===== src/hw/dtrim_pkg.sv =====
// Register map, field positions and reset values of the DAC trim bank
package dtrim_pkg;

  localparam int ADDR_W = 8;
  localparam int DATA_W = 8;

  // Register offsets
  localparam logic [7:0] OFS_CAL_FILTER_CTRL = 8'h0b;
  localparam logic [7:0] OFS_DITHER_OPTION_A = 8'h0c;
  localparam logic [7:0] OFS_DITHER_OPTION_B = 8'h0d;
  localparam logic [7:0] OFS_SPEEDUP_CTRL = 8'h0e;
  localparam logic [7:0] OFS_SHORT_DETECT_OFFSET_CTRL = 8'h0f;
  localparam logic [7:0] OFS_ELEMENT_SHUFFLE_DITHER_CTRL = 8'h10;
  localparam logic [7:0] OFS_DAC_PATH_SCALE_CTRL = 8'h11;
  localparam logic [7:0] OFS_PRIMARY_MODULATOR_COEFF_ZERO = 8'h12;
  localparam int NUM_REGS = 8;

  // Reset values
  localparam logic [7:0] RST_ZERO = 8'h00;
  localparam logic [7:0] RST_SHORT_DETECT_OFFSET_CTRL = 8'h10;
  localparam logic [7:0] RST_ELEMENT_SHUFFLE_DITHER_CTRL = 8'h20;

  // Field positions
  localparam int BIT_DITHER = 7;
  localparam int BIT_CAL_FILTER_BYPASS = 4;
  localparam int BIT_CAL_FILTER_FULL_SPAN = 3;
  localparam int BIT_CAL_FILTER_AVERAGING = 2;
  localparam int BIT_CAL_FINE_DISABLE = 1;
  localparam int BIT_CAL_POST_AVG_DISABLE = 0;
  localparam int BIT_CLOCK_LOSS_DETECT_SPEEDUP = 4;
  localparam int BIT_ANALOG_SEQUENCE_SPEEDUP = 0;
  localparam int BIT_SHORT_DETECT_OFF = 4;
  localparam int BIT_LATER_OFFSET_CANCEL_OFF = 0;
  localparam int SHUFFLE_LSB = 4;
  localparam int BIT_SECONDARY_DITHER_POLARITY = 0;
  localparam int BIT_LEFT_PATH_SCALE = 7;
  localparam int BIT_RIGHT_PATH_SCALE = 3;
  localparam int COEF_LEFT_LSB = 4;
  localparam int COEF_RIGHT_LSB = 0;

  // Calibration step schedule
  localparam logic [6:0] CAL_COARSE_STEPS_WITH_FINE = 7'd64;
  localparam logic [6:0] CAL_FINE_STEPS = 7'd32;
  localparam logic [6:0] CAL_COARSE_STEPS_ONLY = 7'd96;
  localparam logic [6:0] CAL_NO_STEPS = 7'd0;

  // Shuffle field encoding
  localparam logic [1:0] SHUF_NONE_A = 2'h0;
  localparam logic [1:0] SHUF_INTERNAL = 2'h1;
  localparam logic [1:0] SHUF_GLOBAL = 2'h2;
  localparam logic [1:0] SHUF_NONE_B = 2'h3;

  typedef enum logic [1:0] {
    SHUF_MODE_OFF,
    SHUF_MODE_INTERNAL,
    SHUF_MODE_GLOBAL
  } dtrim_shuffle_type;

  typedef enum logic [1:0] {
    BOND_RESERVED,
    BOND_105DB,
    BOND_110DB,
    BOND_OTHER
  } dtrim_bond_type;

endpackage


===== src/hw/dtrim_regs.sv =====
// DAC offset calibration and trim register bank
// Notes on behaviour
// - Filter bypass bit set skips the calibration front-end filter; clear uses it.
// - Span bit clear runs filter last half period; set runs whole period.
// - Filter type bit: clear majority decision, set averaging filter.
// - Fine disable clear: 64 coarse then 32 fine; set: 96 coarse only.
// - Post-average disable picks raw integrator output; clear picks averaged result.
// - Calibration register bit 7 dithers only with the reserved bond option.
// - Dither option A bit 7 applies only with the 105 dB bond option.
// - Dither option B bit 7 applies only with the 110 dB bond option.
// - Speed-up bits accelerate clock-loss detection (bit 4) and analog sequence (bit 0).
// - Short detect bit 4 is inverted enable, reset value 1.
// - Offset cancel suppress bit blocks every cancellation run after the first.
// - Shuffle field 0/3 none, 1 internal, 2 global; reset value 2.
// - Shuffle register bit 0 picks secondary DAC dither polarity, plus or minus.
// - Scale register bit 7 sets left secondary-to-primary scaling.
// - Scale register bit 3 sets right primary/secondary scaling.
// - Each coefficient-zero bit set forces that modulator coefficient to zero.
`timescale 1ns/1ps

module dtrim_regs
  import dtrim_pkg::*;
(
  // Clock and reset
  input wire logic clock,
  input wire logic rst,
  // Control port
  input wire logic regWrite,
  input wire logic regRead,
  input wire logic [ADDR_W-1:0] regAddr,
  input wire logic [DATA_W-1:0] regWrData,
  output logic [DATA_W-1:0] regRdData,
  output logic regRdValid,
  // Bond option and calibration events
  input wire logic [1:0] bondOption,
  input wire logic offsetCancelRequest,
  // Calibration engine controls
  output logic calFilterBypass,
  output logic calFilterFullSpan,
  output logic calFilterAveraging,
  output logic [6:0] calCoarseSteps,
  output logic [6:0] calFineSteps,
  output logic calPostAvgDisable,
  // Dither, speed-up and protection
  output logic ditherActive,
  output logic clockLossDetectSpeedup,
  output logic analogSequenceSpeedup,
  output logic shortDetectEnable,
  output logic offsetCancelRun,
  // Element matching and scaling
  output logic shuffleInternal,
  output logic shuffleGlobal,
  output logic secondaryDitherNegative,
  output logic leftPathScale,
  output logic rightPathScale,
  // Modulator coefficient zero forcing, order a0 b1 b2 b3
  output logic [3:0] leftCoefZero,
  output logic [3:0] rightCoefZero
);

  logic [DATA_W-1:0] bank_r [NUM_REGS];
  logic [ADDR_W-1:0] regOfs [NUM_REGS];
  logic firstCancelDone_r;
  dtrim_shuffle_type shuffleMode;
  logic [1:0] shuffleField;

  assign regOfs[0] = OFS_CAL_FILTER_CTRL;
  assign regOfs[1] = OFS_DITHER_OPTION_A;
  assign regOfs[2] = OFS_DITHER_OPTION_B;
  assign regOfs[3] = OFS_SPEEDUP_CTRL;
  assign regOfs[4] = OFS_SHORT_DETECT_OFFSET_CTRL;
  assign regOfs[5] = OFS_ELEMENT_SHUFFLE_DITHER_CTRL;
  assign regOfs[6] = OFS_DAC_PATH_SCALE_CTRL;
  assign regOfs[7] = OFS_PRIMARY_MODULATOR_COEFF_ZERO;

  // Per-register storage
  genvar gi;
  generate
    for (gi = 0; gi < NUM_REGS; gi++) begin : g_reg
      always_ff @(posedge clock or posedge rst) begin
        if (rst) begin
          if (gi == 4) begin
            bank_r[gi] <= RST_SHORT_DETECT_OFFSET_CTRL;
          end else if (gi == 5) begin
            bank_r[gi] <= RST_ELEMENT_SHUFFLE_DITHER_CTRL;
          end else begin
            bank_r[gi] <= RST_ZERO;
          end
        end else if (regWrite && regAddr == regOfs[gi]) begin
          bank_r[gi] <= regWrData;
        end
      end
    end
  endgenerate

  // Read path, unmapped addresses read zero
  always_ff @(posedge clock or posedge rst) begin
    if (rst) begin
      regRdData <= RST_ZERO;
      regRdValid <= 1'b0;
    end else begin
      regRdValid <= regRead;
      if (regRead) begin
        regRdData <= RST_ZERO;
        for (int i = 0; i < NUM_REGS; i++) begin
          if (regAddr == regOfs[i]) begin
            regRdData <= bank_r[i];
          end
        end
      end
    end
  end

  // Calibration front end
  assign calFilterBypass = bank_r[0][BIT_CAL_FILTER_BYPASS];
  assign calFilterFullSpan = bank_r[0][BIT_CAL_FILTER_FULL_SPAN];
  assign calFilterAveraging = bank_r[0][BIT_CAL_FILTER_AVERAGING];
  assign calPostAvgDisable = bank_r[0][BIT_CAL_POST_AVG_DISABLE];

  always_comb begin
    if (bank_r[0][BIT_CAL_FINE_DISABLE]) begin
      calCoarseSteps = CAL_COARSE_STEPS_ONLY;
      calFineSteps = CAL_NO_STEPS;
    end else begin
      calCoarseSteps = CAL_COARSE_STEPS_WITH_FINE;
      calFineSteps = CAL_FINE_STEPS;
    end
  end

  // Dither gated by bond option
  always_comb begin
    case (dtrim_bond_type'(bondOption))
      BOND_RESERVED: ditherActive = bank_r[0][BIT_DITHER];
      BOND_105DB: ditherActive = bank_r[1][BIT_DITHER];
      BOND_110DB: ditherActive = bank_r[2][BIT_DITHER];
      default: ditherActive = 1'b0;
    endcase
  end

  assign clockLossDetectSpeedup = bank_r[3][BIT_CLOCK_LOSS_DETECT_SPEEDUP];
  assign analogSequenceSpeedup = bank_r[3][BIT_ANALOG_SEQUENCE_SPEEDUP];
  assign shortDetectEnable = ~bank_r[4][BIT_SHORT_DETECT_OFF];

  // First offset cancellation is always allowed
  always_ff @(posedge clock or posedge rst) begin
    if (rst) begin
      firstCancelDone_r <= 1'b0;
    end else if (offsetCancelRequest) begin
      firstCancelDone_r <= 1'b1;
    end
  end

  assign offsetCancelRun = offsetCancelRequest
    && !(firstCancelDone_r && bank_r[4][BIT_LATER_OFFSET_CANCEL_OFF]);

  // Element shuffle decode
  assign shuffleField = bank_r[5][SHUFFLE_LSB +: 2];
  always_comb begin
    case (shuffleField)
      SHUF_INTERNAL: shuffleMode = SHUF_MODE_INTERNAL;
      SHUF_GLOBAL: shuffleMode = SHUF_MODE_GLOBAL;
      default: shuffleMode = SHUF_MODE_OFF;
    endcase
  end
  assign shuffleInternal = (shuffleMode == SHUF_MODE_INTERNAL);
  assign shuffleGlobal = (shuffleMode == SHUF_MODE_GLOBAL);

  assign secondaryDitherNegative = bank_r[5][BIT_SECONDARY_DITHER_POLARITY];
  assign leftPathScale = bank_r[6][BIT_LEFT_PATH_SCALE];
  assign rightPathScale = bank_r[6][BIT_RIGHT_PATH_SCALE];

  // Coefficient zero forcing, a0 in bit 3 of each nibble
  genvar ci;
  generate
    for (ci = 0; ci < 4; ci++) begin : g_coef
      assign leftCoefZero[ci] = bank_r[7][COEF_LEFT_LSB + ci];
      assign rightCoefZero[ci] = bank_r[7][COEF_RIGHT_LSB + ci];
    end
  endgenerate

endmodule


===== config.mk =====
export PLATFORM = sky130hd
export DESIGN_NAME = dtrim_regs
export DESIGN_NICKNAME = d
export VERILOG_FILES = /design/src/hw/dtrim_pkg.sv /design/src/hw/dtrim_regs.sv
export SDC_FILE = /design/constraint.sdc
export NUM_CORES = 1
export LEC_CHECK = 0
export BUFFER_PORTS_ARGS = -buffer_cell sky130_fd_sc_hd__buf_4
export CORE_ASPECT_RATIO = 0.5
export CORE_UTILIZATION = 45
export CTS_CLUSTER_SIZE = 25
export DETAILED_ROUTE_END_ITERATION = 10
export GPL_TIMING_DRIVEN = 1
export HOLD_SLACK_MARGIN = 0.02
export PLACE_DENSITY = 0.73
export SLEW_MARGIN = 20
export SYNTH_ARGS = -nofsm -noshare
export SYNTH_HDL_FRONTEND = slang
export SYNTH_SLANG_ARGS = --single-unit

===== constraint.sdc =====
create_clock -name clock -period 5.6 [get_ports clock]
set_input_delay 0.84 -clock clock [delete_from_list [all_inputs] [get_ports clock]]
set_output_delay 0.84 -clock clock [all_outputs]
set_load 0.005 [all_outputs]

# == Word level (Yosys, flattened, before mapping) ==
# Cells that the tools add are included.
# totals
register_bits,74
input_bits,23
output_inout_bits,45
word_cells,50
# classes
n_eq_ne,14
n_mux,12
n_bitwise,1
reduce_logical,12
# op_table
cell,n
two-way mux 8 bit,8
== test 8 x 4 -> 1 bit (second input constant),5
== test 8 x 5 -> 1 bit (second input constant),3
two-way mux 6 bit,2
logical AND 1 bit,10
== test 2 x 1 -> 1 bit (second input constant),3
== test 2 bit (second input constant),3
one-hot mux 2 bit (2 select lines),1
one-hot mux 1 bit (3 select lines),1
zero test 2 bit,1
zero test 1 bit,1
inverter 1 bit,1

# == Longest topological paths before layout ==
# depth
depth_word,9
mapped_depth,6
depth_no_buf,4

# == Least setup slack after synthesis ==
# No wires, ideal clock.
# synth_timing
path_kind,in2reg
startpoint,input regAddr[7]
endpoint,register bank_r[57] (netlist bit)
setup_time_ns,0.125
arrival_ns,2.370
required_time_ns,5.475
slack_ns,3.105
stages,6
path_buffers,2
path_cell_list,or3_1 buf_6 or2_0 buf_2 nor3_4 mux2_2
# synth_via
elab_chain_len,2
# synth_rtl
item,line_no,rtl
start: declaration,dtrim_regs.sv:30,"input wire logic [ADDR_W-1:0] regAddr,"
== test 8 x 4 -> 1 bit,dtrim_regs.sv:89,end else if (regWrite && regAddr == regOfs[gi]) begin
logical AND 1 bit,dtrim_regs.sv:89,
end signal: indexed assignment,dtrim_regs.sv:90,bank_r[gi] <= regWrData;
end: declaration,dtrim_regs.sv:61,logic [DATA_W-1:0] bank_r [NUM_REGS];
# Every way passes these cells.
# A chain may end at the register's enable or synchronous reset.

# == Worst setup path after layout ==
# layout_timing
startpoint,input regAddr[7]
endpoint,register bank_r (netlist bit calPostAvgDisable)
# The elaborated chain is that of the path after synthesis.

==> impl_results.md <==
* TNS Setup at 0 ns
* Number of CTS-inserted buffers at 9
* Register area share after synthesis at 48.37%
* Hold Buf Count CTS at 0
* RSZ-0062 raised after global routing: no
* Critical Path Fanout Max at 18
* Area of the mapped netlist at 3834 um^2
* GR Overflow Total at 0
* Largest family of logic cells by synthesized area: multiplexers
* Die height at 67.27 um
* Min cycle time layout at 2.681 ns
* Hpwl dp at 6513 um
* Global-route usage over all layers at 22.63%
* Routed Antenna Nets at 0
* Placer Congestion at 0.9122
* Layout cells sized above 1 at 41.73%
* Req. time, crit path at 5.81 ns
* Fin. max-slew vios at 0
* Synth unique cells at 61
* Vias in the first global route at 2759
* Clock-pin slew on the worst setup and hold paths at 0.05 ns
* Worst Hold Path EP: firstCancelDone_r$_DFFE_PP0P_
* Critical path type: in2reg
* Setup crit end kind: register
* Hold_sp: firstCancelDone_r$_DFFE_PP0P_
* Worst min-delay path class: reg2reg
* Global-route wire length before repair at 15100 um
* Die width at 132.5 um
* Setup-failing EPs final at 0
* Hold Fails Final Rpt at 0
* Top FF cell, synth: dfrtp_1
* Hold Crit Depth at 1
* Setup slack, reg-to-reg at 4.12 ns
* Skew final at 0.002688 ns
* Final Util at 55.55%
* Relative slew margins at 36.06%
* Worst setup SP type: primary input
* Routed WL per cell at 19.68 um
* Warnings, synthesis at 0
* Max Clock Freq at 373.0 MHz
* End of the worst register-to-register path: regRdData[1]$_DFFE_PP0P_
* Clk sinks at 74
* Largest net degree at the start of global routing at 75
* Core Area at 8115 um^2
* Initial Util at 47.24%
* Post-CTS resize count at 0
* Asr flop ratio synth at 100.0%
* Port buffer count at 55
* Compound-cell area share of the yosys netlist at 10.02%
* Clk_lat worst skew at 0.33 ns
* Max-Cap Viols at 0
* Mux cell area share after synthesis at 22.10%
* Nets at 388
* Root Driver: clkbuf_16
* # diodes at 0
* Post-synthesis sequential element count at 74
* Status: complete, no violations
* Max clock buf depth at 2
* H-tree Lvls at 3
* I/O pin cnt at 68
* Number of synthesized flops with an enable pin at 0
* Final period utilization at 47.88%
* CP arrival at 2.89 ns
* Layout area overhead at 17.59%
* Total Routed Length at 9464 um
* Mapped Cells at 325
* Synth Area in Adders at 0%
* Worst Max-Slew Pin Slew at 0.9592 ns
* Initial antenna violation count at 0
* DR DRC count at 0
* Worst reg2reg startpoint: bank_r[57]$_DFFE_PP0P_
* Post-synthesis xor/xnor area fraction at 0%
* DR vias at 2789
* Commonest non-fill, non-tap cells in the layout: dfrtp_1, mux2_2, buf_4, nand2_1, conb_1
* Commonest non-fill, non-tap cell in the layout: dfrtp_1
* DR pass1 iterations at 6
* Cell Rows at 23
* P_leak at 0.002129 uW
* DR iter-0 viols at 268
* Peak supply drop at 0.1435 mV
* Pwr dens at 286.7 nW/um^2
* DR vias/cell at 5.798
* Syn avg cell area at 11.80 um^2
* Post-CTS Setup Repair Bufs at 0
* Reg2reg path depth at 4
* CTS tree: yes
* Die area at 8915 um^2
* Simple-Gate Fraction of Synth Area at 12.86%
## through the flow
step | instances | hold WS (ns) | cell area (um^2) | worst slack (ns) | total power [uW]
after floorplan | 335 | 0.4334 | 3871 | 2.882 | 664.8
after global placement | 466 | 0.4466 | 4203 | 2.630 | 710.7
after detailed placement | 466 | 0.4614 | 4203 | 2.609 | 715.6
after CTS | 481 | 0.4738 | 4508 | 2.945 | 1302
after global routing | 481 | 0.4891 | 4508 | 2.805 | 1338
final | 481 | 0.4718 | 4508 | 2.919 | 1293
## Yosys cell counts, types with 2 or more instances
cell | instances | share of area [%]
o41ai_1 | 2 | 0.46
buf_2 | 3 | 0.39
a31oi_1 | 2 | 0.33
o31ai_1 | 2 | 0.39
nand3b_1 | 4 | 0.78
and2_1 | 2 | 0.33
a221o_1 | 2 | 0.52
nor4_1 | 2 | 0.33
o22ai_1 | 5 | 0.82
nor3_1 | 4 | 0.52
nand2b_1 | 10 | 1.6
o221a_2 | 3 | 0.88
dfrtp_1 | 72 | 47
inv_1 | 4 | 0.39
buf_4 | 21 | 4.1
clkbuf_1 | 11 | 1.1
mux2i_1 | 7 | 1.8
a21oi_1 | 5 | 0.65
dfstp_2 | 2 | 1.4
nand3_1 | 5 | 0.65
a2111oi_0 | 2 | 0.46
a31o_2 | 2 | 0.46
conb_1 | 2 | 0.20
nor4b_1 | 2 | 0.46
o21ai_0 | 8 | 1.0
nor2b_1 | 7 | 1.1
a311oi_1 | 4 | 0.91
o32ai_1 | 2 | 0.46
nor3b_1 | 3 | 0.59
mux2_2 | 69 | 20
a211oi_1 | 3 | 0.59
nand2_1 | 14 | 1.4
nor2_1 | 9 | 0.88
nand4b_1 | 3 | 0.69
## critical path, stage by stage
cell and delay (ns):
buf_4 0.11, or3_1 0.63, or2_0 0.44, nor3_4 0.46, mux2_2 0.40
## layer usage
layer / vias to the layer above / routed length, um / global-route usage, %
li1: 1251 / - / -
met1: 1405 / 4249 / 29.61
met2: 113 / 4384 / 36.51
met3: 20 / 679 / 6.456
met4: 0 / 150 / 8.046
met5: - / 0 / 0
## kinds of logic (layout without fill, tap and decap cells)
logic type / Yosys count / count (layout)
muxes: 76 / 76
other: 2 / 12
AOI/OAI and AO/OA: 51 / 51
DFF: 74 / 74
buffers and inverters: 42 / 76
and+or+nand+nor: 80 / 80
## where the power goes
part	internal (uW)	switching [uW]
Combinational	59.8	68.9
Sequential	562	17.4
Clock	378	206
Total	1000	293
## sequential cells by signal, indices dropped and copies added, names as in the netlist, 4 cells and up
register / cells
bank_r: 47
regRdData: 8
leftCoefZero: 4
rightCoefZero: 4
## cell type report
class,instances,area (um^2)
well taps,112,140.1
flip-flops and latches,74,1854
inverters,5,18.77
clock buffers,13,270.3
multi-input cells,219,1769
clock inverters,2,35.03
fillers,663,3607
repair buffers,56,420.4
## worst max path at each step
stage,from,endpoint,slack [ns],cells past startpoint
after floorplan,rst,analogSequenceSpeedup$_DFFE_PP0P_,2.88,1
after global placement,regAddr[7],calFilterBypass$_DFFE_PP0P_,2.63,5
after detailed placement,regAddr[7],bank_r[57]$_DFFE_PP0P_,2.61,5
after CTS,regAddr[7],bank_r[61]$_DFFE_PP0P_,2.94,5
after global routing,regAddr[7],bank_r[61]$_DFFE_PP0P_,2.81,5
final,regAddr[7],calPostAvgDisable$_DFFE_PP0P_,2.92,5
(Power assumes the default switching activity.)
